`src/hdl/slot_ctrl_map.svh`:
```
// Purpose: offsets, field positions, reset values and timing counts for the
//          per-slot control and status registers
// Assumes: byte-wide registers in short address space
// Notes: definitions only
`ifndef SLOT_CTRL_MAP_SVH
`define SLOT_CTRL_MAP_SVH

// register offsets from the short-address base
`define SLOT_A_CTRL_OFFSET 8'h00
`define SLOT_B_CTRL_OFFSET 8'h01
`define SLOT_C_CTRL_OFFSET 8'h02
`define SLOT_D_CTRL_OFFSET 8'h03
`define SLOT_COUNT 4

// field positions
`define RESET_REQ_BIT 7
`define FAULT_BIT 2
`define IRQ_ONE_BIT 1
`define IRQ_ZERO_BIT 0

// reset value of every control register
`define CTRL_RESET_VALUE 8'h00

// module reset pulse length
`define MOD_RESET_TIME_NS 200
`define CLK_PERIOD_NS 25
`define MOD_RESET_CYCLES \
  ((`MOD_RESET_TIME_NS + `CLK_PERIOD_NS - 1) / `CLK_PERIOD_NS)

`endif

```
`src/hdl/slot_ctrl_pkg.sv`:
```
// Purpose: types shared by the slot control bank
// Assumes: nothing
// Notes: constants live in slot_ctrl_map.svh
package slot_ctrl_pkg;

  typedef enum logic [0:0] {
    RST_IDLE = 1'b0,
    RST_BUSY = 1'b1
  } rst_state_t;

  typedef struct packed {
    logic irqZero;
    logic irqOne;
    logic fault;
  } module_status_t;

  typedef struct packed {
    logic sel;
    logic wr;
    logic [7:0] addr;
    logic [7:0] wdata;
  } reg_req_t;

endpackage

```
`src/hdl/slot_reset_seq.sv`:
```
// Purpose: one slot's module reset sequencer and status synchroniser
// Assumes: module lines are asynchronous, active low at the pin
// Notes: reset-request bit is the busy state itself
`timescale 1ns/1ps
`include "slot_ctrl_map.svh"

module slot_reset_seq (
  input wire logic core_clk,
  input wire logic rst,
  input wire logic clkEn,
  input wire logic startReset,
  input wire logic errorPin_n,
  input wire logic irqZeroPin_n,
  input wire logic irqOnePin_n,
  output logic moduleReset_n,
  output logic resetBusy,
  output slot_ctrl_pkg::module_status_t status
);

  localparam logic [3:0] RESET_LEN = 4'(`MOD_RESET_CYCLES);

  typedef struct packed {
    slot_ctrl_pkg::rst_state_t st;
    logic [3:0] cnt;
    logic [2:0] syncA;
    logic [2:0] syncB;
    logic rstOut_n;
  } seq_state_t;

  seq_state_t s;
  seq_state_t next_s;

  always_comb begin
    next_s = s;
    next_s.syncA = {irqOnePin_n, irqZeroPin_n, errorPin_n};
    next_s.syncB = s.syncA;
    unique case (s.st)
      slot_ctrl_pkg::RST_IDLE: begin
        if (startReset) begin
          next_s.st = slot_ctrl_pkg::RST_BUSY;
          next_s.cnt = RESET_LEN;
          next_s.rstOut_n = 1'b0;
        end
      end
      slot_ctrl_pkg::RST_BUSY: begin
        if (s.cnt == 4'h1) begin
          next_s.st = slot_ctrl_pkg::RST_IDLE;
          next_s.rstOut_n = 1'b1;
          next_s.cnt = 4'h0;
        end else begin
          next_s.cnt = s.cnt - 4'h1;
        end
      end
    endcase
  end

  always_ff @(posedge core_clk) begin
    if (rst) begin
      // pins idle high, so the synchroniser resets to the idle level
      s <= '{st: slot_ctrl_pkg::RST_IDLE, cnt: 4'h0, syncA: 3'h7,
             syncB: 3'h7, rstOut_n: 1'b1};
    end else if (clkEn) begin
      s <= next_s;
    end
  end

  assign moduleReset_n = s.rstOut_n;
  assign resetBusy = (s.st == slot_ctrl_pkg::RST_BUSY);
  assign status.fault = ~s.syncB[0];
  assign status.irqOne = ~s.syncB[2];
  assign status.irqZero = ~s.syncB[1];

endmodule // slot_reset_seq

```
`src/hdl/module_slot_control_status.sv`:
```
// Purpose: per-slot control and status registers, four module slots
// Assumes: register port is already decoded to short space and synchronous
// Notes: reads return one cycle after the request; reserved bits read 0
`timescale 1ns/1ps
`include "slot_ctrl_map.svh"

// Summary of operation
// - writing bit 7 starts module reset
// - bit 7 holds during reset, self-clears
// - bit 7 reads back live reset status
// - bit 2 mirrors module error, read-only
// - bits 1:0 show interrupt lines pending
// - slot C register at offset 0x02
// - strobe line is uncommitted input/output
// - four slot registers in short space
module module_slot_control_status (
  input wire logic core_clk,
  input wire logic rst,
  input wire logic clkEn,
  input wire slot_ctrl_pkg::reg_req_t req,
  output logic [7:0] rdata,
  output logic rvalid,
  input wire logic [3:0] errorPin_n,
  input wire logic [3:0] irqZeroPin_n,
  input wire logic [3:0] irqOnePin_n,
  output logic [3:0] moduleReset_n,
  input wire logic [3:0] strobeIn,
  output logic [3:0] strobeOut,
  output logic [3:0] strobeOe,
  input wire logic [3:0] strobeDrive,
  input wire logic [3:0] strobeValue,
  output logic [3:0] strobeSeen
);

  typedef struct packed {
    logic [7:0] rdata;
    logic rvalid;
    logic [3:0] strobeOut;
    logic [3:0] strobeOe;
    logic [3:0] strobeMeta;
    logic [3:0] strobeSync;
  } top_state_t;

  top_state_t s;
  top_state_t next_s;
  logic [3:0] resetBusy;
  logic [3:0] startReset;
  slot_ctrl_pkg::module_status_t [3:0] status;

  // slot index of an offset, or 4 for an unmapped one
  function automatic logic [2:0] slot_of(input logic [7:0] addr);
    unique case (addr)
      `SLOT_A_CTRL_OFFSET: slot_of = 3'h0;
      `SLOT_B_CTRL_OFFSET: slot_of = 3'h1;
      `SLOT_C_CTRL_OFFSET: slot_of = 3'h2;
      `SLOT_D_CTRL_OFFSET: slot_of = 3'h3;
      default: slot_of = 3'h4;
    endcase
  endfunction

  function automatic logic [7:0] pack_reg(
    input logic busy,
    input slot_ctrl_pkg::module_status_t st
  );
    logic [7:0] v;
    v = `CTRL_RESET_VALUE;
    v[`RESET_REQ_BIT] = busy;
    v[`FAULT_BIT] = st.fault;
    v[`IRQ_ONE_BIT] = st.irqOne;
    v[`IRQ_ZERO_BIT] = st.irqZero;
    return v;
  endfunction

  genvar g;
  generate
    for (g = 0; g < `SLOT_COUNT; g++) begin : slot
      // only a 1 written to bit 7 starts; a 0 never aborts a running reset
      assign startReset[g] = req.sel && req.wr &&
        (slot_of(req.addr) == 3'(g)) && req.wdata[`RESET_REQ_BIT];
      slot_reset_seq seq (
        .core_clk(core_clk),
        .rst(rst),
        .clkEn(clkEn),
        .startReset(startReset[g]),
        .errorPin_n(errorPin_n[g]),
        .irqZeroPin_n(irqZeroPin_n[g]),
        .irqOnePin_n(irqOnePin_n[g]),
        .moduleReset_n(moduleReset_n[g]),
        .resetBusy(resetBusy[g]),
        .status(status[g])
      );
    end
  endgenerate

  always_comb begin
    logic [2:0] idx;
    idx = slot_of(req.addr);
    next_s = s;
    next_s.rvalid = req.sel && !req.wr;
    if (req.sel && !req.wr) begin
      if (idx[2]) begin
        next_s.rdata = 8'h00;
      end else begin
        next_s.rdata = pack_reg(resetBusy[idx[1:0]],
                                status[idx[1:0]]);
      end
    end
    // strobe is uncommitted: the system decides the direction per slot
    next_s.strobeOe = strobeDrive;
    next_s.strobeOut = strobeValue;
    next_s.strobeMeta = strobeIn;
    next_s.strobeSync = s.strobeMeta;
  end

  always_ff @(posedge core_clk) begin
    if (rst) begin
      s <= '0;
    end else if (clkEn) begin
      s <= next_s;
    end
  end

  assign rdata = s.rdata;
  assign rvalid = s.rvalid;
  assign strobeOut = s.strobeOut;
  assign strobeOe = s.strobeOe;
  assign strobeSeen = s.strobeSync;

endmodule // module_slot_control_status

```
`config.mk`:
```
export PLATFORM = sky130hd
export DESIGN_NAME = module_slot_control_status
export DESIGN_NICKNAME = d
export VERILOG_FILES = /design/src/hdl/slot_ctrl_pkg.sv /design/src/hdl/slot_reset_seq.sv /design/src/hdl/module_slot_control_status.sv
export VERILOG_INCLUDE_DIRS = /design/src /design/src/hdl
export SDC_FILE = /design/constraint.sdc
export NUM_CORES = 1
export LEC_CHECK = 0
export BUFFER_PORTS_ARGS = -buffer_cell sky130_fd_sc_hd__buf_2
export CAP_MARGIN = 5
export CORE_ASPECT_RATIO = 1.25
export CORE_MARGIN = 2
export CORE_UTILIZATION = 49
export CTS_CLUSTER_SIZE = 14
export DETAILED_ROUTE_END_ITERATION = 12
export PLACE_DENSITY_LB_ADDON = 0.05
export REMOVE_ABC_BUFFERS = 1
export SLEW_MARGIN = 40
export SYNTH_ARGS = -nofsm -noshare
export SYNTH_HDL_FRONTEND = slang
export SYNTH_SLANG_ARGS = --single-unit
```
`constraint.sdc`:
```
create_clock -name core_clk -period 5.89 [get_ports core_clk]
set_clock_uncertainty 0.15 [all_clocks]
set_input_delay 1.178 -clock core_clk [delete_from_list [all_inputs] [get_ports core_clk]]
set_output_delay 1.178 -clock core_clk [all_outputs]
set_load 0.02 [all_outputs]
```
[Yosys cells after proc, flatten, opt, wreduce, memory -nomap -nowiden]
Index checks and enable logic that the tools add are counted.
Word-level totals
  bits in registers: 73
  output and inout bits: 25
Operators by class
  add/subtract/negate cells: 4
  $lt $le $gt $ge: 1
  eq/ne operators: 18
  muxes and demuxes: 34
  bitwise logic cells: 16
  reductions and logical operators: 22
Operators with widths (number)
  $pmux 5 s2: 4
  $mux 5: 4
  $eq 4x1->1 const B: 4
  $eq 8x2->1 const B: 2
  $mux 4: 4
  $not 1->1: 16
  $sub 4x1->4 const B: 4
  $mux 1: 13
  $pmux 3 s4: 1
  $reduce_and 3->1: 4
  $logic_and 1x1->1: 10
  $reduce_and 2->1: 5
  $eq 8x1->1 const B: 1
  $logic_not 8->1: 1
  $mux 8: 1
  $ne 2x1->1 const B: 4
  $ne 2x2->1 const B: 4
  $pmux 1 s2: 4
  $bmux 3 s2: 1
  $eq 3x2->1 const B: 2
  $eq 3x1->1 const B: 1
  $logic_not 3->1: 1
  $lt 2x3->1 const B: 1
  $mux 3: 1
  other kinds (2): 2

[Longest topological paths before layout]
  word-level depth: 7
  depth in mapped cells: 6
  gate-level depth less buffers: 6

[By module]
From an unflattened synthesis, not the netlist that was laid out.
Unflattened totals
  cells, all modules: 331
  area total of the unflattened synthesis: 3085.5 um2
By module, submodules not included
  slot_reset_seq: instances 4, cells an instance 57, area each 521.8 um2
  module_slot_control_status: instances 1, cells an instance 103, area each 998.5 um2

[Worst setup path before layout]
OpenSTA, ideal clock, no wires.
  path type: in2reg
  from: input req[11] in the netlist's numbering
  to: register slot[0].seq.s[7] in the netlist's numbering
  arrival: 2.891 ns
  path slack: 2.781 ns
  stages: 5
  path through: or4_4 -> buf_6 -> or4_4 -> a2111o_1 -> a21oi_2
Between the ends
  longest elaborated chain between the ends: 7
RTL lines
  from (decl): line module_slot_control_status.sv:20  | input wire slot_ctrl_pkg::reg_req_t req,
  $eq 8x2->1 (tied with other cells): line module_slot_control_status.sv:52  | unique case (addr)
  $pmux 3 s4 (*): line module_slot_control_status.sv:52
  $logic_not 3->1 (*): line module_slot_control_status.sv:79  | (slot_of(req.addr) == 3'(g)) && req.wdata[`RESET_REQ_BIT];
  $logic_and 1x1->1 (*) (2 in series): line module_slot_control_status.sv:78  | assign startReset[g] = req.sel && req.wr &&
  $ne 2x1->1 (no source line) (*)
  $reduce_and 2->1 (no source line) (*)
  to (signal assigned): line slot_reset_seq.sv:60  | s <= '{st: slot_ctrl_pkg::RST_IDLE, cnt: 4'h0, syncA: 3'h7,
  to (signal assigned): line slot_reset_seq.sv:63  | s <= next_s;
  to (decl): line slot_reset_seq.sv:30  | seq_state_t s;
Mark *: on every way between the ends. The rest lies on a longest branch, timed or not.
A chain may end at the register's enable or synchronous reset.

[Worst setup path in the final report]
  from: input clkEn
  to: register slot[0].seq.s[7] in the netlist's numbering
Between the ends
  longest elaborated chain between the ends: 1
RTL lines
  from (decl): line module_slot_control_status.sv:19  | input wire logic clkEn,
  $reduce_and 2->1 (no source line)
No other way between the ends.

==> impl_table.tex <==
\begin{tabular}{lr}
\hline
Metric & Value \\
\hline
\multicolumn{2}{l}{\textbf{Run status}} \\
\quad Outcome & completed \\
\multicolumn{2}{l}{\textbf{Setup path}} \\
\quad Critical Path Sink Type & flop \\
\quad Critical path data required time & 6.02 ns \\
\quad Flop2flop setup slack & 4.06 ns \\
\quad CP Launch Type & input pin \\
\quad Endpoint of the worst register-to-register path & slot[0].seq.moduleReset\_n \\
\quad FF-to-FF path depth & 5 \\
\quad Arrival time worst endpoint & 3.34 ns \\
\quad Critical path class & input pin to flop \\
\quad CP Max Fanout & 38 \\
\quad Worst flop-to-flop path startpoint & slot[0].seq.s[7] \\
\multicolumn{2}{l}{\textbf{Floorplanning}} \\
\quad Die Area & 6970 µm² \\
\quad Overall die height & 92.8 µm \\
\quad Count of boundary I/O pins & 70 \\
\quad Initial standard-cell utilization of the core & 50.5\% \\
\quad Die W & 75.1 µm \\
\quad Number of cell rows & 32 \\
\quad Standard cell core area & 6130 µm² \\
\multicolumn{2}{l}{\textbf{Global routing}} \\
\quad Largest net degree at the start of global routing & 45 \\
\quad Total gr overflow & 0 \\
\quad Via count of the first global-routing pass & 2199 \\
\quad Number of antenna violations at the first check in global routing & 0 \\
\quad Global-route wire length before repair & 9600 µm \\
\quad GRT Util Overall & 17.7\% \\
\multicolumn{2}{l}{\textbf{Layout}} \\
\quad Layout area overhead & 16.0\% \\
\quad Final design utilization & 58.6\% \\
\quad Footprint of the multi-input gates & 1550 µm² \\
\quad Count of inserted antenna diode cells & 0 \\
\quad Number of cells in the finished layout apart from fillers & 470 \\
\quad Fill cells & 578 \\
\quad Storage element area & 1380 µm² \\
\quad Most common cell after layout, fill and taps aside & dfxtp\_1 \\
\quad Count of nets after finishing & 433 \\
\quad Share of final-layout standard cells stronger than drive strength 1 & 22.3\% \\
\quad Commonest cells after routing, fill and taps aside & dfxtp\_1 (69), buf\_2 (58), nor2\_1 (37) \\
\multicolumn{2}{l}{\textbf{STA}} \\
\quad Min setup slack post-route & 2.68 ns \\
\quad Final period util & 54.5\% \\
\quad Worst slew pin tran & 0.692 ns \\
\quad Worst slew margin relative to its limit & 53.9\% \\
\quad Final hold violation count & 0 \\
\quad Post-route minimum period & 3.21 ns \\
\quad Setup Total Neg Slack & 0 ns \\
\quad Setup-violating endpoint count in the final report & 0 \\
\quad Unrepaired setup endpoints after global routing & no \\
\quad Number of slew-limit violations in the final report & 0 \\
\quad Max frequency & 312 MHz \\
\multicolumn{2}{l}{\textbf{Job}} \\
\quad Count of maximum capacitance violations & 0 \\
\multicolumn{2}{l}{\textbf{Yosys}} \\
\quad Register area share after synthesis & 44.7\% \\
\quad Count of warnings emitted by yosys & 0 \\
\quad Mean cell area of the mapped netlist & 9.26 µm² \\
\quad Post-synth cell types & 44 \\
\quad Post-Syn Area & 3090 µm² \\
\quad Number of instances in the synthesized netlist & 334 \\
\quad Flip-flop and latch count after synthesis & 69 \\
\multicolumn{2}{l}{\textbf{Drt}} \\
\quad DRC violations left & 0 \\
\quad Initial DRT Pass Iterations & 4 \\
\quad Detailed-route wire length per cell & 12.2 µm \\
\quad Via count & 2439 \\
\quad Final WL & 5720 µm \\
\quad Routed Antenna Nets & 0 \\
\quad Vias per cell & 5.19 \\
\quad Iter 0 DRT Violations & 97 \\
\multicolumn{2}{l}{\textbf{Clock tree}} \\
\quad Sink count of the clock tree & 69 \\
\quad Clock buffers created by TritonCTS & 9 \\
\quad Buffers from clock root to sink, at most & 2 \\
\quad Hold-fix buffer count after cts & 0 \\
\quad H-tree Lvls & 3 \\
\quad Clock tree from TritonCTS & built \\
\quad Clock transition at path regs & 0.07 ns \\
\quad Number of gates resized after CTS & 0 \\
\quad Clk\_lat worst skew & 0.35 ns \\
\quad Library cell used as clock root buffer & clkbuf\_8 \\
\quad Setup repair bufs after CTS & 0 \\
\multicolumn{2}{l}{\textbf{Pwr}} \\
\quad Reg power frac & 51.0\% \\
\quad Leakage power total & 1.48 nW \\
\quad Share of total power in combinational logic & 8.1\% \\
\quad Worst IR drop on VDD & 0.000157 V \\
\quad Internal power & 728 µW \\
\quad Switching Share & 24.3\% \\
\quad Total chip power & 963 µW \\
\quad Total power divided by cell area & 268 nW/µm² \\
\quad Switch Pwr & 234 µW \\
\quad Part of the power in the clock network & 40.9\% \\
\multicolumn{2}{l}{\textbf{Min path}} \\
\quad Hold EP & rdata[1] \\
\quad Worst hold path cell count & 1 \\
\quad Worst hold path startpoint & rdata[1] \\
\quad Hold crit path type & flop to flop \\
\multicolumn{2}{l}{\textbf{Place}} \\
\quad Placement-stage worst setup slack & 2.23 ns \\
\quad Detailed placement HPWL & 3850 µm \\
\quad Placer congestion estimate & 0.847 \\
\quad Instance count after placement with tap cells included & 454 \\
\quad Number of I/O port buffers & 58 \\
\hline
\end{tabular}
power groups by stage:
| stage | logic [mW] | registers (mW) | clock network (mW) |
|---|---|---|---|
| after global routing | 0.0872 | 0.493 | 0.424 |
| after CTS | 0.0791 | 0.491 | 0.405 |
| final | 0.0782 | 0.491 | 0.394 |
| after floorplan | 0.0352 | 0.506 | 0 |
| after detailed placement | 0.0788 | 0.502 | 0 |
| after global placement | 0.0780 | 0.502 | 0 |
cell usage after synthesis, drive strengths merged:
cell type	number	area [µm²]
a2111o	1	11.3
a211o	26	228
a211oi	4	30.0
a21o	3	22.5
a21oi	9	48.8
a221o	2	20.0
a2bb2oi	1	8.76
a311oi	2	17.5
a31oi	4	25.0
and2	1	6.26
buf	16	98.8
clkbuf	12	45.0
conb	1	3.75
dfxtp	69	1380
ha	8	100
inv	10	37.5
mux2	1	11.3
mux2i	23	230
nand2	21	78.8
nand2b	7	43.8
nand3	4	20.0
nand3b	5	37.5
nand4	1	6.26
nand4b	2	17.5
nor2	37	139
nor2b	25	156
nor3	4	20.0
nor3b	4	30.0
nor4	9	62.6
o211ai	1	7.51
o21ai	8	40.0
o21ba	1	10.0
o22a	2	17.5
o22ai	1	6.26
o31ai	1	7.51
or2	2	12.5
or3b	1	8.76
or4	5	45.0
state kept, by name, indices dropped and copies added, names as in the netlist:
signal and count:
slot.seq.s 28, next_s 4, slot.seq.resetBusy 4, rdata 4, strobeOe 4, strobeSeen 4, rvalid 1, slot.seq.next_s 12
strobeOut 4, slot.seq.moduleReset_n 4
cells by family (layout without fill, tap and decap cells):
logic type	count (synthesis)	in the layout	synth area share, %
buffers and inverters	38	86	5.87
flip-flops	69	69	44.7
AO/OA/AOI/OAI	66	66	16.2
other	1	4	0.121
AND/OR/NAND/NOR	128	128	22.1
adder cells (fa/ha/maj)	8	8	3.24
multiplexers	24	24	7.81
per-stage QoR:
step / cell area [µm²] / hold WS, ns
after global routing: 3590 / 0.324
after CTS: 3580 / 0.302
final: 3590 / 0.298
after global placement: 3370 / 0.284
after detailed placement: 3370 / 0.284
after floorplan: 2960 / 0.277
per-layer routing:
layer  routed length [µm]  share of wire (%)  vias up  GRT usage, %
met5                    0                  0        -             0
met4                  140                2.4        0          10.1
met3                  265                4.6       11          4.35
met2                 2700                 47       50          27.6
met1                 2620                 46     1115          21.8
li1                     -                  -     1263             -
worst max-delay path by stage:
stage	start	endpoint	cells past startpoint	slack (ns)
final	clkEn	slot[0].seq.s[7]	5	2.68
after global routing	clkEn	slot[1].seq.s[10]	6	2.54
after CTS	clkEn	slot[1].seq.moduleReset_n	5	2.59
after detailed placement	clkEn	slot[1].seq.moduleReset_n	5	2.23
after global placement	clkEn	slot[1].seq.moduleReset_n	5	2.26
after floorplan	req[11]	slot[0].seq.s[7]	4	2.84
area by class of cell:
class	instances	area share, %
Sequential cell	69	38.5
Inverter	10	1.05
Tap cell	85	2.96
Multi-Input combinational cell	230	43.1
Clock buffer	10	3.84
Timing Repair Buffer	60	8.51
Clock inverter	6	1.99
critical path, cell delays in order:
cell and delay [ns]:
buf_2 0.54, nand4_1 0.42, or4_4 0.64, a2111o_1 0.44, a21oi_2 0.11
Power figures use the tool's default switching activity.
